File: config.mk
export PLATFORM = sky130hd
export DESIGN_NAME = rcos_top
export DESIGN_NICKNAME = d
export VERILOG_FILES = /design/src/pkg/rcos_pkg.sv /design/src/rcos_timer.sv /design/src/rcos_top.sv
export SDC_FILE = /design/constraint.sdc
export NUM_CORES = 1
export LEC_CHECK = 0
export ABC_CLOCK_PERIOD_IN_PS = 13000
export BUFFER_PORTS_ARGS = -buffer_cell sky130_fd_sc_hd__buf_4
export CAP_MARGIN = 20
export CELL_PAD_IN_SITES_DETAIL_PLACEMENT = 2
export CELL_PAD_IN_SITES_GLOBAL_PLACEMENT = 2
export CORE_MARGIN = 5
export CORE_UTILIZATION = 42
export DETAILED_ROUTE_END_ITERATION = 10
export HOLD_SLACK_MARGIN = 0.06
export PLACE_DENSITY_LB_ADDON = 0.1
export SETUP_SLACK_MARGIN = 0.5
export SYNTH_ARGS = -nofsm -noshare
export SYNTH_HDL_FRONTEND = slang
export SYNTH_HIERARCHICAL = 1
export SYNTH_SLANG_ARGS = --single-unit
File: constraint.sdc
create_clock -name pclk -period 13 [get_ports pclk]
set_clock_uncertainty 0.15 [all_clocks]
set_input_delay 0.65 -clock pclk [delete_from_list [all_inputs] [get_ports pclk]]
set_output_delay 0.65 -clock pclk [all_outputs]
set_load 0.02 [all_outputs]
File: src/pkg/rcos_pkg.sv
// Shared constants and types of the relay command output supervisor
`default_nettype none
package rcos_pkg;
  //==========================================================================
  // Timing
  localparam int unsigned CLK_PERIOD_NS  = 20;
  localparam int unsigned TICK_PERIOD_NS = 1000000;
  localparam int unsigned TICK_CYCLES    = (TICK_PERIOD_NS + CLK_PERIOD_NS - 1) / CLK_PERIOD_NS;
  localparam logic [15:0] RELEASE_MS     = 16'h000a;
  localparam logic [15:0] SETTLE_MS      = 16'h000a;
  localparam logic [16:0] OVERRUN_MS     = 17'h00002;
  localparam int unsigned NUM_CH         = 16;
  //==========================================================================
  // Register offsets
  localparam logic [11:0] OFS_CTRL       = 12'h000;
  localparam logic [11:0] OFS_CONFIG     = 12'h004;
  localparam logic [11:0] OFS_DATA       = 12'h008;
  localparam logic [11:0] OFS_DURATION   = 12'h00c;
  localparam logic [11:0] OFS_STATUS     = 12'h010;
  localparam logic [11:0] OFS_READBACK   = 12'h014;
  localparam logic [11:0] OFS_IRQ_STATUS = 12'h018;
  localparam logic [11:0] OFS_IRQ_CLEAR  = 12'h01c;
  localparam logic [11:0] OFS_IRQ_ENABLE = 12'h020;
  //==========================================================================
  // Fields and reset values
  localparam int unsigned CTRL_START     = 0;
  localparam int unsigned CTRL_ABORT     = 1;
  localparam int unsigned CTRL_SELFTEST  = 2;
  localparam int unsigned CFG_MODE       = 0;
  localparam int unsigned CFG_POLE       = 4;
  localparam int unsigned CFG_STROBE     = 6;
  localparam int unsigned CFG_SUPERVISED = 7;
  localparam int unsigned CFG_BASE       = 8;
  localparam logic [1:0]  POLE_ONE       = 2'h0;
  localparam logic [1:0]  POLE_TWO       = 2'h1;
  localparam logic [1:0]  POLE_ONE_HALF  = 2'h2;
  localparam logic [11:0] CONFIG_RST     = 12'h000;
  localparam logic [15:0] DURATION_RST   = 16'h0064;
  localparam int unsigned EV_DONE        = 0;
  localparam int unsigned EV_COIL        = 1;
  localparam int unsigned EV_MOFN        = 2;
  localparam int unsigned EV_READBACK    = 3;
  localparam int unsigned EV_OVERRUN     = 4;
  localparam int unsigned EV_DRIVER      = 5;
  localparam int unsigned EV_CONFIG      = 6;
  localparam int unsigned EV_SELFTEST    = 7;
  localparam logic [7:0]  FAULT_MASK     = 8'h7e;
  //==========================================================================
  // Types
  typedef enum logic [3:0] {
    single_command, double_command, regulation_step_command,
    setpoint_output_8bit, setpoint_output_16bit, bitstring_output_1bit,
    bitstring_output_2bit, bitstring_output_8bit, bitstring_output_16bit
  } rcos_mode_t;
  typedef enum logic [2:0] {
    st_selftest, st_idle, st_precheck, st_release,
    st_settle, st_hold, st_unstrobe, st_inhibit
  } rcos_state_t;
endpackage : rcos_pkg
`default_nettype wire

File: src/rcos_timer.sv
// Tick driven down counter with optional auto reload
`default_nettype none
module rcos_timer #(
  parameter int unsigned W = 16
) (
  // Clock and reset
  input  wire logic         pclk,
  input  wire logic         presetn,
  // Control
  input  wire logic         clear,
  input  wire logic         load,
  input  wire logic [W-1:0] value,
  input  wire logic         tick,
  input  wire logic         reload,
  // Status
  output logic              busy,
  output logic              expired
);
  typedef struct packed {
    logic [W-1:0] count;
    logic [W-1:0] period;
    logic         busy;
    logic         expired;
  } rcos_tmr_t;

  rcos_tmr_t st;
  rcos_tmr_t next_st;

  always_comb
  begin
    next_st = st;
    next_st.expired = 1'b0;
    if (clear)
    begin
      next_st.busy = 1'b0;
    end
    else if (load)
    begin
      next_st.count  = value;
      next_st.period = value;
      next_st.busy   = (value != '0);
    end
    else if (st.busy && tick)
    begin
      if (st.count <= W'(1))
      begin
        next_st.expired = 1'b1;
        next_st.count   = st.period;
        next_st.busy    = reload;
      end
      else
      begin
        next_st.count = W'(st.count - W'(1));
      end
    end
  end

  always_ff @(posedge pclk or negedge presetn)
  begin
    if (!presetn)
      st <= '0;
    else
      st <= next_st;
  end

  assign busy    = st.busy;
  assign expired = st.expired;
endmodule : rcos_timer
`default_nettype wire

File: src/rcos_top.sv
// Relay command output supervisor: APB registers, sequencer and output checks
//==========================================================================
//
// Design decisions made here: the APB interface to the registers and the register offsets.
`default_nettype none
module rcos_top #(
  parameter int unsigned TICK_CYC = rcos_pkg::TICK_CYCLES
) (
  // APB slave
  input  wire logic                          pclk,
  input  wire logic                          presetn,
  input  wire logic                          psel,
  input  wire logic                          penable,
  input  wire logic                          pwrite,
  input  wire logic [11:0]                   paddr,
  input  wire logic [31:0]                   pwdata,
  output logic      [31:0]                   prdata,
  output logic                               pready,
  output logic                               pslverr,
  // Relay channels
  output logic      [rcos_pkg::NUM_CH-1:0]   relay_drive,
  input  wire logic [rcos_pkg::NUM_CH-1:0]   relay_feedback,
  output logic                               strobe_relay,
  // Coil supply path
  output logic                               coil_release_relay,
  input  wire logic                          release_feedback,
  input  wire logic                          coil_supply_ok,
  // Indicators and interrupt
  output logic                               fault_led,
  output logic                               cmd_led,
  output logic                               irq
);
  import rcos_pkg::*;

  typedef struct packed {
    rcos_state_t  state;
    logic         pready;
    logic         pslverr;
    logic [31:0]  prdata;
    logic [11:0]  cfg;
    logic [15:0]  data;
    logic [15:0]  duration;
    logic [15:0]  pattern;
    logic [4:0]   m_count;
    logic         use_strobe;
    logic [15:0]  relays;
    logic         coil_on;
    logic         strobe;
    logic         inhibit;
    logic [7:0]   irq_status;
    logic [7:0]   irq_enable;
    logic         irq;
    logic         fault_led;
    logic         cmd_led;
  } rcos_regs_t;

  rcos_regs_t  st;
  rcos_regs_t  next_st;
  logic        div_busy;
  logic        ms_tick;
  logic        ph_load;
  logic [15:0] ph_val;
  logic        ph_busy;
  logic        ph_exp;
  logic        wd_load;
  logic        wd_clr;
  logic [16:0] wd_val;
  logic        wd_exp;
  logic        start;
  logic        abort;
  logic        selftest;
  logic        kill;
  logic        stop;
  logic        done;
  logic [7:0]  events;
  logic [7:0]  clr;
  logic [16:0] built;

  //==========================================================================
  // Helpers
  function automatic logic [4:0] ones(input logic [15:0] v);
    logic [4:0] n;
    n = '0;
    for (int i = 0; i < 16; i++)
      n = n + 5'(v[i]);
    return n;
  endfunction : ones

  // Returns {config error, relay pattern}
  function automatic logic [16:0] build_pattern(input logic [11:0] cfg,
                                                input logic [15:0] dat);
    logic [15:0] raw;
    logic        err;
    logic [31:0] wide;
    logic [1:0]  pole;
    logic        two;
    raw  = '0;
    err  = 1'b0;
    pole = cfg[CFG_POLE +: 2];
    two  = (pole == POLE_TWO);
    wide = '0;
    if (pole == 2'h3)
      err = 1'b1;
    unique case (rcos_mode_t'(cfg[CFG_MODE +: 4]))
      single_command:
        raw = two ? 16'h0003 : 16'h0001;
      double_command:
        raw = two ? (dat[0] ? 16'h000c : 16'h0003)
                  : (dat[0] ? 16'h0002 : 16'h0001);
      regulation_step_command:
      begin
        raw = two ? (dat[0] ? 16'h000c : 16'h0003)
                  : (dat[0] ? 16'h0002 : 16'h0001);
        if (pole == POLE_ONE_HALF)
          err = 1'b1;
      end
      setpoint_output_8bit:   raw = {8'h00, dat[7:0]};
      setpoint_output_16bit:  raw = dat;
      bitstring_output_1bit:  raw = {15'h0000, dat[0]};
      bitstring_output_2bit:  raw = {14'h0000, dat[1:0]};
      bitstring_output_8bit:  raw = {8'h00, dat[7:0]};
      bitstring_output_16bit: raw = dat;
      default:                err = 1'b1;
    endcase
    // Half pole relies on the external module switching process voltage
    if (pole == POLE_ONE_HALF && !cfg[CFG_SUPERVISED])
      err = 1'b1;
    wide = {16'h0000, raw} << cfg[CFG_BASE +: 4];
    // Channels pushed past the last relay would be silently lost
    if (wide[31:16] != '0)
      err = 1'b1;
    return {err, wide[15:0]};
  endfunction : build_pattern

  //==========================================================================
  // Timers
  rcos_timer #(.W(16)) u_div (
    .pclk    (pclk),
    .presetn (presetn),
    .clear   (1'b0),
    .load    (!div_busy),
    .value   (16'(TICK_CYC)),
    .tick    (1'b1),
    .reload  (1'b1),
    .busy    (div_busy),
    .expired (ms_tick)
  );

  rcos_timer #(.W(16)) u_phase (
    .pclk    (pclk),
    .presetn (presetn),
    .clear   (1'b0),
    .load    (ph_load),
    .value   (ph_val),
    .tick    (ms_tick),
    .reload  (1'b0),
    .busy    (ph_busy),
    .expired (ph_exp)
  );

  rcos_timer #(.W(17)) u_watchdog (
    .pclk    (pclk),
    .presetn (presetn),
    .clear   (wd_clr),
    .load    (wd_load),
    .value   (wd_val),
    .tick    (ms_tick),
    .reload  (1'b0),
    .busy    (),
    .expired (wd_exp)
  );

  //==========================================================================
  // Registers and sequencer
  always_comb
  begin
    next_st  = st;
    ph_load  = 1'b0;
    ph_val   = SETTLE_MS;
    wd_load  = 1'b0;
    wd_clr   = 1'b0;
    wd_val   = '0;
    start    = 1'b0;
    abort    = 1'b0;
    selftest = 1'b0;
    kill     = 1'b0;
    stop     = 1'b0;
    done     = 1'b0;
    events   = '0;
    clr      = '0;
    built    = build_pattern(st.cfg, st.data);
    // One wait state: data and error are registered with pready
    next_st.pready  = psel & penable & ~st.pready;
    next_st.pslverr = 1'b0;
    if (psel && penable && !st.pready)
    begin
      next_st.prdata = '0;
      case (paddr)
        OFS_CTRL, OFS_IRQ_CLEAR: next_st.prdata = '0;
        OFS_CONFIG:     next_st.prdata = {20'h00000, st.cfg};
        OFS_DATA:       next_st.prdata = {16'h0000, st.data};
        OFS_DURATION:   next_st.prdata = {16'h0000, st.duration};
        OFS_STATUS:     next_st.prdata = {27'h0000000, st.strobe, st.coil_on,
                                          coil_supply_ok, st.inhibit,
                                          st.state != st_idle && st.state != st_inhibit};
        OFS_READBACK:   next_st.prdata = {16'h0000, relay_feedback};
        OFS_IRQ_STATUS: next_st.prdata = {24'h000000, st.irq_status};
        OFS_IRQ_ENABLE: next_st.prdata = {24'h000000, st.irq_enable};
        default:        next_st.pslverr = 1'b1;
      endcase
    end
    if (psel && penable && pwrite && st.pready)
    begin
      case (paddr)
        OFS_CTRL:
        begin
          start    = pwdata[CTRL_START];
          abort    = pwdata[CTRL_ABORT];
          selftest = pwdata[CTRL_SELFTEST];
        end
        OFS_CONFIG:     next_st.cfg = pwdata[11:0];
        OFS_DATA:       next_st.data = pwdata[15:0];
        OFS_DURATION:   next_st.duration = pwdata[15:0];
        OFS_IRQ_CLEAR:  clr = pwdata[7:0];
        OFS_IRQ_ENABLE: next_st.irq_enable = pwdata[7:0];
        default:        ;
      endcase
    end
    unique case (st.state)
      st_selftest:
      begin
        if (!ph_busy && !ph_exp)
          ph_load = 1'b1;
        if (ph_exp)
        begin
          // Idle drivers must read back dead; anything else is a stuck driver
          if (relay_feedback != '0 || release_feedback)
            kill = 1'b1;
          else
          begin
            events[EV_SELFTEST] = 1'b1;
            next_st.state = st_idle;
          end
        end
      end
      st_idle:
      begin
        if (selftest)
          next_st.state = st_selftest;
        else if (start)
        begin
          if (built[16])
            events[EV_CONFIG] = 1'b1;
          else
          begin
            next_st.pattern    = built[15:0];
            next_st.m_count    = ones(built[15:0]);
            next_st.use_strobe = st.cfg[CFG_STROBE] &&
              (st.cfg[CFG_MODE +: 4] == 4'(setpoint_output_8bit) ||
               st.cfg[CFG_MODE +: 4] == 4'(setpoint_output_16bit));
            next_st.state = st_precheck;
          end
        end
      end
      st_precheck:
      begin
        if (relay_feedback != '0 || release_feedback)
          kill = 1'b1;
        else if (!coil_supply_ok)
        begin
          events[EV_COIL] = 1'b1;
          next_st.state = st_idle;
        end
        else
        begin
          next_st.coil_on = 1'b1;
          ph_load = 1'b1;
          ph_val  = RELEASE_MS;
          next_st.state = st_release;
        end
      end
      st_release:
      begin
        if (ph_exp)
        begin
          if (!release_feedback)
            kill = 1'b1;
          else
          begin
            next_st.relays = st.pattern;
            ph_load = 1'b1;
            next_st.state = st_settle;
          end
        end
      end
      st_settle:
      begin
        if (ph_exp)
        begin
          if (ones(relay_feedback) != st.m_count)
          begin
            events[EV_MOFN] = 1'b1;
            stop = 1'b1;
          end
          else if (relay_feedback != st.pattern)
          begin
            events[EV_READBACK] = 1'b1;
            stop = 1'b1;
          end
          else
          begin
            next_st.strobe = st.use_strobe;
            ph_load = 1'b1;
            ph_val  = (st.duration == '0) ? 16'h0001 : st.duration;
            wd_load = 1'b1;
            wd_val  = 17'({1'b0, st.duration} + OVERRUN_MS);
            next_st.state = st_hold;
          end
        end
      end
      st_hold, st_unstrobe:
      begin
        if (ones(relay_feedback) != st.m_count)
        begin
          events[EV_MOFN] = 1'b1;
          stop = 1'b1;
        end
        else if (relay_feedback != st.pattern)
        begin
          events[EV_READBACK] = 1'b1;
          stop = 1'b1;
        end
        else if (ph_exp && st.state == st_hold && st.use_strobe)
        begin
          // Strobe falls a settle time before the data relays let go
          next_st.strobe = 1'b0;
          // Unstrobe settle must not be mistaken for an overrun
          wd_load = 1'b1;
          wd_val  = 17'({1'b0, SETTLE_MS} + OVERRUN_MS);
          ph_load = 1'b1;
          next_st.state = st_unstrobe;
        end
        else if (ph_exp)
          done = 1'b1;
      end
      st_inhibit:
        ;
    endcase
    if (!kill && (st.state == st_release || st.state == st_settle ||
                  st.state == st_hold || st.state == st_unstrobe))
    begin
      if (!coil_supply_ok)
      begin
        events[EV_COIL] = 1'b1;
        stop = 1'b1;
      end
      if (wd_exp)
      begin
        events[EV_OVERRUN] = 1'b1;
        stop = 1'b1;
      end
      if (abort)
        stop = 1'b1;
      if (st.state != st_release && !release_feedback)
        kill = 1'b1;
    end
    if (kill)
    begin
      events[EV_DRIVER] = 1'b1;
      next_st.inhibit   = 1'b1;
      next_st.state     = st_inhibit;
    end
    events[EV_DONE] = done & ~stop & ~kill;
    if (kill || stop || done)
    begin
      next_st.relays  = '0;
      next_st.strobe  = 1'b0;
      next_st.coil_on = 1'b0;
      wd_clr = 1'b1;
      if (!kill)
        next_st.state = st_idle;
    end
    // A new event beats a clear landing in the same cycle
    next_st.irq_status = (st.irq_status & ~clr) | events;
    next_st.irq        = |(next_st.irq_status & next_st.irq_enable);
    next_st.fault_led  = next_st.inhibit | !coil_supply_ok |
                         (|(next_st.irq_status & FAULT_MASK));
    next_st.cmd_led    = (next_st.relays != '0) | next_st.strobe;
  end

  always_ff @(posedge pclk or negedge presetn)
  begin
    if (!presetn)
      st <= '{state: st_selftest, cfg: CONFIG_RST, duration: DURATION_RST, default: '0};
    else
      st <= next_st;
  end

  assign prdata             = st.prdata;
  assign pready             = st.pready;
  assign pslverr            = st.pslverr;
  assign relay_drive        = st.relays;
  assign strobe_relay       = st.strobe;
  assign coil_release_relay = st.coil_on;
  assign fault_led          = st.fault_led;
  assign cmd_led            = st.cmd_led;
  assign irq                = st.irq;
endmodule : rcos_top
`default_nettype wire

Yosys cells after proc, flatten, opt, wreduce, memory -nomap -nowiden
Index checks and enable logic that the tools add are counted.
- flip-flop bits (word level): 230
- input port bits: 67
- word-level logic and storage cells: 321
- add/sub/neg operators: 34
- $lt $le $gt $ge: 3
- equality and inequality tests: 31
- shift operators: 1
- multiplexer cells: 143
- bitwise operators: 17
- reduce and logical (&&, ||, !) cells: 61
- operator list (kind ; number):
    16-bit 2-to-1 mux ; 13
    16-bit case mux with 7 select lines ; 1
    5-bit by 1-bit adder with 5-bit output ; 22
    17-bit 2-to-1 mux ; 6
    16-bit case mux with 6 select lines ; 1
    1-bit 2-to-1 mux ; 77
    16-bit nonzero test ; 4
    3-bit 2-to-1 mux ; 17
    12-bit by 5-bit equality test with 1-bit output (second input constant) ; 4
    17-bit case mux with 2 select lines ; 1
    33-bit 2-to-1 mux ; 1
    16-bit by 1-bit less-or-equal comparator with 1-bit output (second input constant) ; 2
    8-bit 2-to-1 mux ; 4
    16-bit by 4-bit left shift with 32-bit output ; 1
    16-bit by 1-bit subtractor with 16-bit output (second input constant) ; 2
    12-bit by 4-bit equality test with 1-bit output (second input constant) ; 2
    4-bit 2-to-1 mux ; 5
    18-bit 2-to-1 mux ; 1
    3-bit case mux with 6 select lines ; 1
    16-bit by 2-bit adder with 17-bit output (second input constant) ; 1
    17-bit by 1-bit less-or-equal comparator with 1-bit output (second input constant) ; 1
    17-bit nonzero test ; 1
    17-bit by 1-bit subtractor with 17-bit output (second input constant) ; 1
    8-bit AND ; 2
    47 further kinds ; 119

Depth between registers and ports, before layout
Gate-level depths: netlist (run 1).
- depth after elaboration: 29
- depth in mapped cells: 24
- gate-level depth less buffers: 23

By module
Netlist (run 1), hierarchy kept.
- modules (own cells, without submodules) (module ; instances ; cells each ; area an instance (um^2) ; seq. area each (um^2)):
    rcos_top ; 1 ; 941 ; 8836.0 ; 3131.8
    rcos_timer (u_div ...) ; 2 ; 202 ; 2045.7 ; 850.8
    rcos_timer (u_watchdog) ; 1 ; 228 ; 2049.5 ; 900.9

Least setup slack after synthesis (run 1)
OpenSTA, ideal clock, no wires.
- path kind: input -> register
- start point: input port relay_feedback[11] (netlist bit)
- end point: register u_watchdog.st, in the netlist u_watchdog/busy
- library setup time: 0.120 ns
- arrival: 6.320 ns
- path slack: 6.410 ns
- stages: 22
- path through: fa_1 inv_1 fa_1 inv_1 fa_1 inv_1 fa_1 inv_1 ha_1 fa_1 a21o_1 a21o_1 a2111oi_2 and4_1 and2_1 o21ai_0 inv_1 clkbuf_1 or4b_2 nor4_1 nor3_1 a31o_2
- elaborated cells on any way between the ends: 48
- RTL lines (element ; line ; text):
    start, declared ; rcos_top.sv:22 ; input wire logic [rcos_pkg::NUM_CH-1:0] relay_feedback,
    5-bit by 1-bit adder with 5-bit output (5 in series) ; rcos_top.sv:85 ; n = n + 5'(v[i]);
    5-bit inequality test ; rcos_top.sv:300, rcos_top.sv:323 ;
    1-bit 2-to-1 mux ; rcos_top.sv:300 ; if (ones(relay_feedback) != st.m_count)
    1-bit 2-to-1 mux ; rcos_top.sv:298 ; if (ph_exp)
    1-bit case mux with 2 select lines (*) ; rcos_top.sv:229 ; unique case (st.state)
    net wd_load ; rcos_top.sv:65 ; logic wd_load;
    3-bit nonzero test (no line) / 1-bit 2-to-1 mux (equally long branches) ; - ;
    2-bit AND reduction (no line) / 1-bit 2-to-1 mux (equally long branches) ; - ;
    end signal, assigned ; rcos_timer.sv:63 ; st <= next_st;
    end, declared ; rcos_timer.sv:26 ; rcos_tmr_t st;
Mark *: on every way through the listed nets, which the timed path passes. The rest lies on a longest branch.
A chain may end at the register's enable or synchronous reset.

Final worst setup path (run 1)
- start point: input port relay_feedback[11] (netlist bit)
- end point: register u_phase/st[19] (netlist bit)
- longest elaborated chain between the ends: 10
- elaborated cells on any way between the ends: 22
- ends and longest elaborated chain (element ; line ; text):
    5-bit by 1-bit adder with 5-bit output (5 in series) ; rcos_top.sv:85 ;
    5-bit inequality test ; rcos_top.sv:300, rcos_top.sv:323 ;
    1-bit 2-to-1 mux ; rcos_top.sv:300 ;
    1-bit 2-to-1 mux ; rcos_top.sv:298 ;
    1-bit case mux with 5 select lines (*) ; rcos_top.sv:229 ;
    net ph_load ; rcos_top.sv:61 ; logic ph_load;
    16-bit 2-to-1 mux / 2-bit nonzero test (equally long branches) ; - ;
    end signal, assigned ; rcos_timer.sv:63 ;
    end, declared ; rcos_timer.sv:26 ;
Marks and branches as above.

==> out/qor.csv, run 1 <==
stage,metric,value,unit
die,Std-Cell Rows,69,
logic_synthesis,"Avg Cell Area, Syn",9.52,um2
cells_and_area,share of layout cells above drive strength 1,19.3,%
drt,drc violations,0,
placed_design,placed instance count,2081,
drt,Antenna Violating Nets Remaining,0,
cells_and_area,fillers,3835,
timing,RSZ-0062 raised after global routing,false,
timing,worst hold slack,0.168,ns
timing,final setup fails,0,
die,I/O pin count,122,
clock_network,CTS resizes,0,
timing,Fmax,0.137,GHz
logic_synthesis,"flops & latches, synth",229,
logic_synthesis,Post-synth EDFFs,0,
timing,Tmin final,7.28,ns
logic_synthesis,Synth async-reset ratio,100,%
grt,number of global-route vias before repair,14300,
clock_network,CTS tree,done,
die,CORE AREA,35400,um2
grt,Total GRT Usage,27.9,%
critical_path,crit path kind,input pin to flop,
critical_path,Crit. End Element,flop,
placed_design,Detailed Place HPWL,40.2,mm
critical_path,CP required,13.30,ns
placed_design,IO buf count,89,
logic_synthesis,post-synthesis sequential area ratio,38.3,%
clock_network,Root Driver,clkbuf_16,
drt,initial drt markers,821,
logic_synthesis,Syn Inst Count,1573,
timing,Final TNS setup,0,ns
clock_network,worst skew pair latency,0.57,ns
clock_network,Max Root-Sink Buffers,3,
critical_path,Worst Path Buf+Inv,6,
timing,crit share post-route,56.0,%
cells_and_area,Layout Cells excl Fill,2139,
power,leakage,7.51,nW
grt,initial antenna violation count,0,
grt,largest net degree at the start of global routing,104,
drt,vias per cell,6.08,
critical_path,critical path's slowest cell,a2111oi_2,
timing,relative slew slack,28.9,%
clock_network,Num CTS Buffers,29,
clock_network,htree depth,1,
cells_and_area,Reg area,5730,um2
power,Cell Pwr Density,127,nW/um2
drt,wire per inst,25.9,um
critical_path,crit path DAT,7.58,ns
cells_and_area,P&R area growth vs syn,13.2,%
die,starting density of the core,42.3,%
critical_path,CP cell instances,buf_4 > fa_1 > inv_1 > fa_1 > inv_1 > fa_1 > inv_1 > fa_1 > inv_1 > ha_1 > fa_1 > a21o_1 > a21o_1 > a2111oi_2 > and4_1 > and2_1 > o21ai_0 > o211ai_1 > buf_4 > a21oi_1 > nor2_1 > o21ai_0 > a311o_1,
timing,Max Slew Vio Count,0,
die,die area,39500,um2
critical_path,CP max stage delay,0.88,ns
critical_path,Worst Path Max Fanout,17,
drt,TritonRoute pass-1 iters,6,
timing,final hold vios,0,
placed_design,Placer Congestion,0.843,
logic_synthesis,Synth cell types,89,
clock_network,clock sink count,229,
critical_path,critical path launch point type,input pin,
die,Horiz. Die Dim,199,um
drt,final wirelength,55.4,mm
run_status,outcome,"finished, final reports clean",
min_path,worst hold path type,input pin to flop,
critical_path,Worst path top cell family by delay,adder cells,
logic_synthesis,Main synth FF type,dfrtp_1,
flow_run,maxcap violations,0,
logic_synthesis,Post-Syn Area,15000,um2
die,Die Height,199,um
drt,vias post-DR,13000,
power,VDD IR max,0.105,mV
logic_synthesis,Yosys warnings,6,
cells_and_area,multi-input combinational cell area,8500,um2
grt,first-pass GRT wire length,87.0,mm
clock_network,clock slew at reported path FFs,0.06,ns
critical_path,cell mode on critical path,fa_1,
cells_and_area,final net count,1762,
grt,gr ovfl total,0,
timing,slew at the pin closest to its max-slew limit,1.06,ns
==> metal layers <==
metal	vias to the layer above	GRT usage (%)	part of all wire (%)
met5	-	0	0
met2	303	46.8	48
met3	93	3.86	4.4
li1	5812	-	-
met4	0	8.23	3.3
met1	6806	37.9	44
==> cell families (layout without fill, tap and decap cells) <==
family	count (synthesis)	in the layout	share of synthesized area (%)
AO/OA/AOI/OAI	377	377	17.8
XOR/XNOR	74	74	4.38
adder cells (fa/ha/maj)	39	39	4.26
buffers and inverters	213	238	7.13
flip-flops	229	229	38.3
multiplexers	116	116	8.83
other	2	82	0.0501
AND/OR/NAND/NOR	523	523	19.3
==> metrics by stage <==
stage | instance area, um2 | total power, mW | utilization, % | setup WS (ns)
final | 17000 | 2.15 | 47.9 | 5.72
after global routing | 16900 | 2.25 | 47.9 | 5.45
after CTS | 16900 | 2.15 | 47.7 | 5.76
after detailed placement | 15900 | 1.30 | 45.0 | 5.15
after global placement | 15900 | 1.27 | 44.9 | 5.49
after floorplan | 15300 | 1.14 | - | 6.41
==> synth_stat cells (8+ instances only) <==
cell type / count / area share (%)
clkbuf_1: 65 / 1.6
nor4b_1: 9 / 0.53
a211oi_1: 22 / 1.1
buf_2: 13 / 0.43
a221oi_1: 21 / 1.2
or3b_2: 17 / 0.99
inv_1: 71 / 1.8
nand2b_1: 9 / 0.38
o211ai_1: 19 / 0.95
nand2_1: 148 / 3.7
mux2_2: 87 / 6.5
and3_1: 11 / 0.46
a21o_1: 17 / 0.85
and2_1: 19 / 0.79
or2_2: 10 / 0.42
xnor2_1: 42 / 2.5
buf_4: 50 / 2.5
a22oi_1: 39 / 2.0
o31ai_1: 23 / 1.2
mux2i_1: 20 / 1.3
o21ai_0: 83 / 2.8
a21oi_1: 49 / 1.6
a31oi_1: 11 / 0.46
nor3_1: 47 / 1.6
ha_1: 19 / 1.6
xor2_1: 31 / 1.8
mux2_4: 8 / 0.80
nand3_1: 39 / 1.3
fa_1: 20 / 2.7
a22o_1: 13 / 0.76
nor2b_1: 8 / 0.33
nand4_1: 31 / 1.3
dfrtp_1: 226 / 38
nor2_1: 73 / 1.8
or3_1: 17 / 0.71
nor4_1: 41 / 1.7
a21boi_0: 8 / 0.40
==> worst register-to-register path, cell delays in order, from the launching register on <==
cell and delay, ns:
dfrtp_1 0.58, nor2_1 0.52, nand2_1 0.35, o22ai_2 0.33
inv_1 0.08, mux4_2 0.52, o22a_1 0.31, fa_1 0.49
fa_1 0.55, inv_1 0.05, fa_1 0.47, inv_1 0.05
fa_1 0.42, inv_1 0.07, ha_1 0.21, inv_1 0.09
fa_1 0.47, xnor2_1 0.15, mux2_4 0.26
==> report_power, final <==
part | switching (mW) | leakage, nW | internal, mW
clock network | 0.336 | 0.482 | 0.502
logic | 0.302 | 4.00 | 0.184
registers | 0.0707 | 3.03 | 0.756
==> state kept, by name, indices dropped and copies added, names as in the netlist, 16 cells and up <==
signal,flops
u_phase/st,32
prdata,16
u_div/st,32
u_watchdog/st,34
st,86
relay_drive,16
==> final cells by class <==
cell class / count / area share [%]
multi-input cells: 1210 / 50.2
flip-flops and latches: 229 / 33.8
repair buffers: 114 / 5.23
clock buffers: 46 / 5.19
well taps: 461 / 3.40
inverters: 72 / 1.59
clock inverters: 6 / 0.583
diodes: 1 / 0.0148
==> placed cells by master (no fill, tap or decap), types with 46 or more instances in the layout <==
cell type / netlist / layout
mux2_2: 87 / 87
o21ai_0: 83 / 83
nand2_1: 148 / 148
nor2_1: 73 / 73
nor3_1: 47 / 46
dfrtp_1: 226 / 226
conb_1: 2 / 81
inv_1: 71 / 71
a21oi_1: 49 / 49
buf_4: 50 / 108
==> what timing repair did <==
item / 4_1_cts / 5_1_grt
hold endpoints to repair: 60 / 0
setup buffers: 0 / 0
hold buffers: 1 / 0
==> path summary, 6_finish.rpt <==
path	startpoint	end	slack [ns]	cells after the start
max	relay_feedback[11]	u_phase/st[19]	5.72	23
min	pwdata[14]	st[74]	0.17	3
max reg2reg	st[92]	st[41]	6.75	18
min reg2reg	u_watchdog/st[7]	u_watchdog/st[7]	0.33	2
max in group asynchronous	presetn	u_phase/st[22]	10.61	3
min in group asynchronous	presetn	relay_drive[12]	0.55	2
(Power assumes the default switching activity.)
==> inputs of run 2 (changes only) <==
Settings changed: ABC_AREA set to 1, ABC_CLOCK_PERIOD_IN_PS 13000 to 7120, CORE_UTILIZATION 42 to 35.
Clock period 13 ns to 7.12 ns, I/O delays scaled along.
==> run 2 against run 1 <==
Sequential cell count unchanged; design area up 6.3%; die area is 25% higher; synthesized cell count increased by 42%.
==> out/qor.csv, run 2 <==
stage,metric,value,unit
run_status,outcome,"finished, final reports clean",
die,Die Height,222,um
cells_and_area,"commonest non-fill, non-tap cell in the layout",nand2_1,
logic_synthesis,"area leader, netlist",dfrtp_1,
timing,relative slew slack,31.0,%
clock_network,Max Root-Sink Buffers,3,
power,Clock Power Share,39.4,%
timing,Tmin final,6.16,ns
power,Sw Ratio,34.9,%
timing,final hold vios,0,
critical_path,critical path launch point type,input pin,
placed_design,Placer Congestion,0.869,
timing,Fmax,0.162,GHz
drt,final wirelength,61.5,mm
die,CORE AREA,44300,um2
logic_synthesis,Post-Syn Area,15700,um2
power,leakage,8.88,nW
timing,Final TNS setup,0,ns
grt,Total GRT Usage,24.7,%
logic_synthesis,most frequent cell after synthesis,nand2_1,
die,Horiz. Die Dim,222,um
drt,Antenna Violating Nets Remaining,0,
timing,crit share post-route,86.6,%
placed_design,IO buf count,89,
placed_design,placed cell areas,16700,um2
drt,drc violations,0,
critical_path,CP required,7.43,ns
cells_and_area,"Design Area, Final",18000,um2
clock_network,Num CTS Buffers,30,
timing,Max Slew Vio Count,0,
critical_path,crit path DAT,6.47,ns
drt,met2 wire length,31.0,mm
clock_network,clock slew at reported path FFs,0.06,ns
placed_design,Detailed Place HPWL,46.0,mm
grt,gr ovfl total,0,
power,Cell Pwr Density,242,nW/um2
cells_and_area,Top reg by flops,st,
die,Std-Cell Rows,77,
timing,RSZ-0062 raised after global routing,false,
power,VDD IR max,0.124,mV
drt,vias per cell,5.21,
timing,final setup fails,0,
logic_synthesis,Yosys warnings,6,
logic_synthesis,Synth cell types,55,
logic_synthesis,Syn Inst Count,2233,
cells_and_area,Largest register FFs,86,
die,I/O pin count,122,
grt,first-pass GRT wire length,97.8,mm
logic_synthesis,most instantiated cells after synthesis,"nand2_1, inv_1, dfrtp_1",
logic_synthesis,"Avg Cell Area, Syn",7.04,um2
cells_and_area,"commonest cells after routing, fill and taps aside","nand2_1, inv_1, dfrtp_1, nand3_1, o21ai_0",
clock_network,worst skew pair latency,0.58,ns
drt,wire per inst,21.0,um
logic_synthesis,Yosys top cell area share,36.0,%
cells_and_area,share of layout cells above drive strength 1,11.7,%
logic_synthesis,Main synth FF type,dfrtp_1,
flow_run,maxcap violations,0,
clock_network,CTS tree,done,
cells_and_area,final net count,2424,
clock_network,htree depth,1,
logic_synthesis,Post-synth EDFFs,0,
clock_network,Root Driver,clkbuf_16,
logic_synthesis,"flops & latches, synth",229,
cells_and_area,fillers,5294,
cells_and_area,Layout Cells excl Fill,2934,
die,starting density of the core,35.5,%
power,Gate power share,26.0,%
logic_synthesis,Synth async-reset ratio,100,%
cells_and_area,Inserted Diodes,0,
drt,metal1 wirelength,26.8,mm
die,die area,49200,um2
drt,TritonRoute pass-1 iters,6,
drt,vias post-DR,15300,
min_path,worst hold path type,input pin to flop,
logic_synthesis,post-synthesis sequential area ratio,36.5,%
power,Power Total,4.35,mW
power,Net Sw Power,1.52,mW
critical_path,Crit. End Element,flop,
placed_design,placed instance count,2859,
timing,slew at the pin closest to its max-slew limit,1.03,ns
drt,met3 WL,1.60,mm
drt,initial drt markers,853,
drt,DR top layer,met4,
critical_path,Worst Path Max Fanout,29,
power,sequential power share,34.6,%
clock_network,clock sink count,229,
grt,initial antenna violation count,0,
grt,largest net degree at the start of global routing,121,
power,Int Pwr,2.83,mW
critical_path,crit path kind,input pin to flop,
logic_synthesis,"top cells by area, synth","dfrtp_1, nand2_1, inv_1",
grt,number of global-route vias before repair,17000,
cells_and_area,biggest regs,"st x86, u_watchdog/st x34",
cells_and_area,P&R area growth vs syn,14.6,%
-- run 2: cell count changes after synthesis, moves of 21 or more --
cell      previous run  this run
a211oi_1            22         0
a21oi_1             49        70
a22oi_1             39         1
clkbuf_1            65        39
inv_1               71       286
mux2_2              87         0
nand2_1            148       649
nand3_1             39       180
nor2_1              73       171
nor3_1              47        22
o21ai_0             83       179
o21ai_2              0        27
xnor2_1             42         9
-- run 2: cells by family after synthesis --
kind of cell	count (synthesis)	share of synthesized area, %
adders and majority gates	39	4.06
buffers and inverters	425	12.1
and+or+nand+nor	1166	33.0
other	2	0.0478
xor gates and xnor gates	39	2.17
AOI/OAI and AO/OA	333	12.1
DFF	229	36.5
-- run 2: worst paths after layout --
check	slack (ns)	cells after the start	end	start
worst max-delay path	0.96	27	u_phase/st[32]	relay_feedback[10]
worst min-delay path	0.09	3	st[98]	pwdata[6]
worst max register to register	1.01	24	st[43]	st[93]
worst min register to register	0.33	2	u_watchdog/st[5]	u_watchdog/st[5]
max in group asynchronous	5.21	3	u_div/busy	presetn
min in group asynchronous	0.31	2	u_phase/st[32]	presetn
-- run 2: layout make-up --
type	instances	area, um2	share of cell area, %
inverters	301	1130	6.27
repair buffers	126	1020	5.65
multi-input cells	1630	8280	45.9
clock inverters	17	246	1.37
clock buffers	39	866	4.81
flip-flops and latches	229	5730	31.8
well taps	592	741	4.11
-- run 2: power groups by stage --
stage | Combinational (mW) | Clock (mW) | Sequential, mW
floorplan | 0.800 | 0 | 1.49
detailed placement | 1.12 | 0 | 1.53
global placement | 1.06 | 0 | 1.52
CTS | 1.14 | 1.75 | 1.50
finish | 1.13 | 1.72 | 1.50
global route | 1.28 | 1.81 | 1.52
-- run 2: per-stage QoR --
step,setup WS [ns],util (%),hold WS [ns]
after floorplan,1.61,-,-0.0896
after global placement,0.607,37.7,0.317
after detailed placement,0.424,37.7,0.323
after CTS,0.904,40.6,0.0613
after global routing,0.583,40.6,0.0978
final,0.957,40.6,0.0888
-- run 2: per-layer routing --
layer  global-route usage, %  up-vias
met4                    7.99        0
met5                       0        -
li1                        -     7212
met1                    31.6     7740
met2                    43.9      238
met3                    2.21       91
-- run 2: what timing repair did --
item	CTS	global route
endpoints found under the hold margin	137	0
setup buffers	0	0
hold buffers	18	0
gates resized for setup	0	0
-- run 2: worst max-delay path: stages --
cell and delay [ns]:
dlygate4sd3_1 0.52, buf_4 0.15, inv_1 0.08, fa_1 0.54, inv_1 0.07, fa_1 0.54
inv_1 0.06, fa_1 0.48, inv_1 0.04, ha_1 0.20, fa_1 0.49, or2_2 0.31
nand4_1 0.09, nor2_1 0.06, nand2_1 0.06, nor2_1 0.10, nand3_1 0.16, nor2_2 0.06
inv_2 0.34, nand2_1 0.20, or3_1 0.42, buf_4 0.25, o21ai_2 0.15, buf_4 0.34
inv_1 0.18, nand3_1 0.13, nand2_1 0.06
==> inputs of run 3 (changes only) <==
Settings changed: GPL_TIMING_DRIVEN set to 0.
==> run 3 against run 2 <==
Clock power down 9%; design area up 2.9%; register-to-register slack improved by 0.28 ns; sequential cell count did not move; sequential power hardly changed; largest cell class unchanged; largest power group unchanged; highest routed layer unchanged.
==> out/qor.csv, run 3 (same netlist as run 2, synthesis figures left out) <==
stage,metric,value,unit
run_status,outcome,"finished, final reports clean",
clock_network,worst skew pair latency,0.57,ns
cells_and_area,share of layout cells above drive strength 1,13.6,%
placed_design,Placer Congestion,0.876,
timing,Max Slew Vio Count,0,
clock_network,Root Driver,clkbuf_16,
critical_path,crit path kind,input pin to flop,
power,VDD IR max,0.138,mV
grt,number of global-route vias before repair,17900,
die,Std-Cell Rows,77,
cells_and_area,Reg area,5730,um2
critical_path,CP max stage delay,0.59,ns
critical_path,Crit. End Element,flop,
timing,slew at the pin closest to its max-slew limit,0.919,ns
critical_path,CP required,7.43,ns
power,Cell Pwr Density,231,nW/um2
timing,setup ws final,0.852,ns
timing,Fmax,0.160,GHz
placed_design,DP Worst Slack,-0.00880,ns
placed_design,IO buf count,89,
cells_and_area,multi-input combinational cell area,8280,um2
critical_path,crit path DAT,6.58,ns
drt,drc violations,0,
placed_design,Detailed Place HPWL,50.3,mm
timing,crit share post-route,88.0,%
cells_and_area,P&R area growth vs syn,17.9,%
cells_and_area,"commonest non-fill, non-tap cell in the layout",nand2_1,
clock_network,clock sink count,229,
power,leakage,9.22,nW
clock_network,Post-CTS Setup Inserts,0,
die,starting density of the core,35.5,%
die,Die Height,222,um
drt,initial drt markers,808,
placed_design,placed instance count,2967,
grt,first-pass GRT wire length,102,mm
cells_and_area,Inserted Diodes,0,
flow_run,maxcap violations,0,
timing,RSZ-0062 raised after global routing,true,
die,CORE AREA,44300,um2
min_path,Hold Crit Start,pwdata[6],
timing,final hold vios,0,
cells_and_area,Largest register FFs,86,
critical_path,critical path launch point type,input pin,
clock_network,Max Root-Sink Buffers,3,
grt,initial antenna violation count,0,
cells_and_area,Top reg by flops,st,
drt,vias post-DR,15700,
drt,Antenna Violating Nets Remaining,0,
critical_path,Worst Path Max Fanout,10,
timing,relative slew slack,38.1,%
die,I/O pin count,122,
critical_path,Critical R2R Launch,st[93],
drt,vias per cell,5.19,
clock_network,clock slew at reported path FFs,0.06,ns
min_path,worst hold path type,input pin to flop,
die,die area,49200,um2
drt,wire per inst,21.2,um
drt,TritonRoute pass-1 iters,4,
die,Horiz. Die Dim,222,um
timing,Tmin final,6.27,ns
timing,final setup fails,0,
cells_and_area,Final Util,41.8,%
grt,largest net degree at the start of global routing,104,
drt,final wirelength,64.2,mm
cells_and_area,Layout Cells excl Fill,3032,
timing,worst hold slack,0.0882,ns
cells_and_area,final net count,2526,
clock_network,Num CTS Buffers,30,
power,Power Total,4.27,mW
grt,gr ovfl total,0,
cells_and_area,"commonest cells after routing, fill and taps aside","nand2_1, inv_1, dfrtp_1, nand3_1, o21ai_0",
clock_network,CTS tree,done,
critical_path,cell mode on critical path,fa_1,
critical_path,critical path's slowest cell,fa_1,
cells_and_area,fillers,5355,
critical_path,crit path from,relay_feedback[5],
clock_network,htree depth,1,
grt,Total GRT Usage,25.7,%
cells_and_area,biggest regs,"st x86, u_watchdog/st x34",
-- run 3: changes by cell type in the layout (fill, tap and decap cells not counted), sizes merged --
cell         delta
clkinv          -6
inv             -1
dlygate4sd3     -5
clkbuf         +48
bufinv          -4
buf            +68
clkinvlp        -2
-- run 3: routing by layer --
layer,vias to the layer above,track usage [%],wire length (um)
li1,7443,-,-
met1,7922,32.7,28200
met2,259,45.4,31700
met3,114,2.41,1680
met4,0,9.70,2710
met5,-,0,0
-- run 3: repair_timing --
action	CTS	global route
hold buffers	13	0
endpoints found under the hold margin	246	0
resized for setup	0	7
setup endpoints to repair	0	28
-- run 3: final timing paths --
kind / endpoint / slack, ns / depth (start not counted)
max: u_phase/st[32] / 0.85 / 26
min: st[98] / 0.09 / 3
max reg2reg: st[43] / 1.29 / 22
min reg2reg: prdata[5] / 0.33 / 2
max in group asynchronous: prdata[13] / 5.79 / 3
min in group asynchronous: u_phase/st[30] / 0.13 / 2
-- run 3: per-stage QoR --
stage | area (um2) | TNS (ns)
after global placement | 17300 | 0
after global routing | 18500 | 0
after floorplan | 15900 | 0
final | 18500 | 0
after detailed placement | 17400 | -0.00880
after CTS | 18500 | 0
-- run 3: critical path, delay by kind of cell --
kind	cells	cell delay [ns]
simple gates	12	2.06
fa+ha+maj	6	2.83
buf+inv	8	1.30
-- run 3: cell type report --
type	instances	area share, %
multi-input combinational	1630	44.7
sequential	229	30.9
inverter	301	6.12
clock buffer	48	5.07
timing repair buffer	104	4.65
buffer	124	4.19
tap	592	4.00
clock inverter	4	0.378
-- run 3: where the power goes --
| group | switching [mW] | internal, mW | leakage, nW | total [mW] |
|---|---|---|---|---|
| Clock | 0.605 | 0.962 | 0.498 | 1.57 |
| Combinational | 0.819 | 0.389 | 5.70 | 1.21 |
| Sequential | 0.100 | 1.40 | 3.01 | 1.50 |
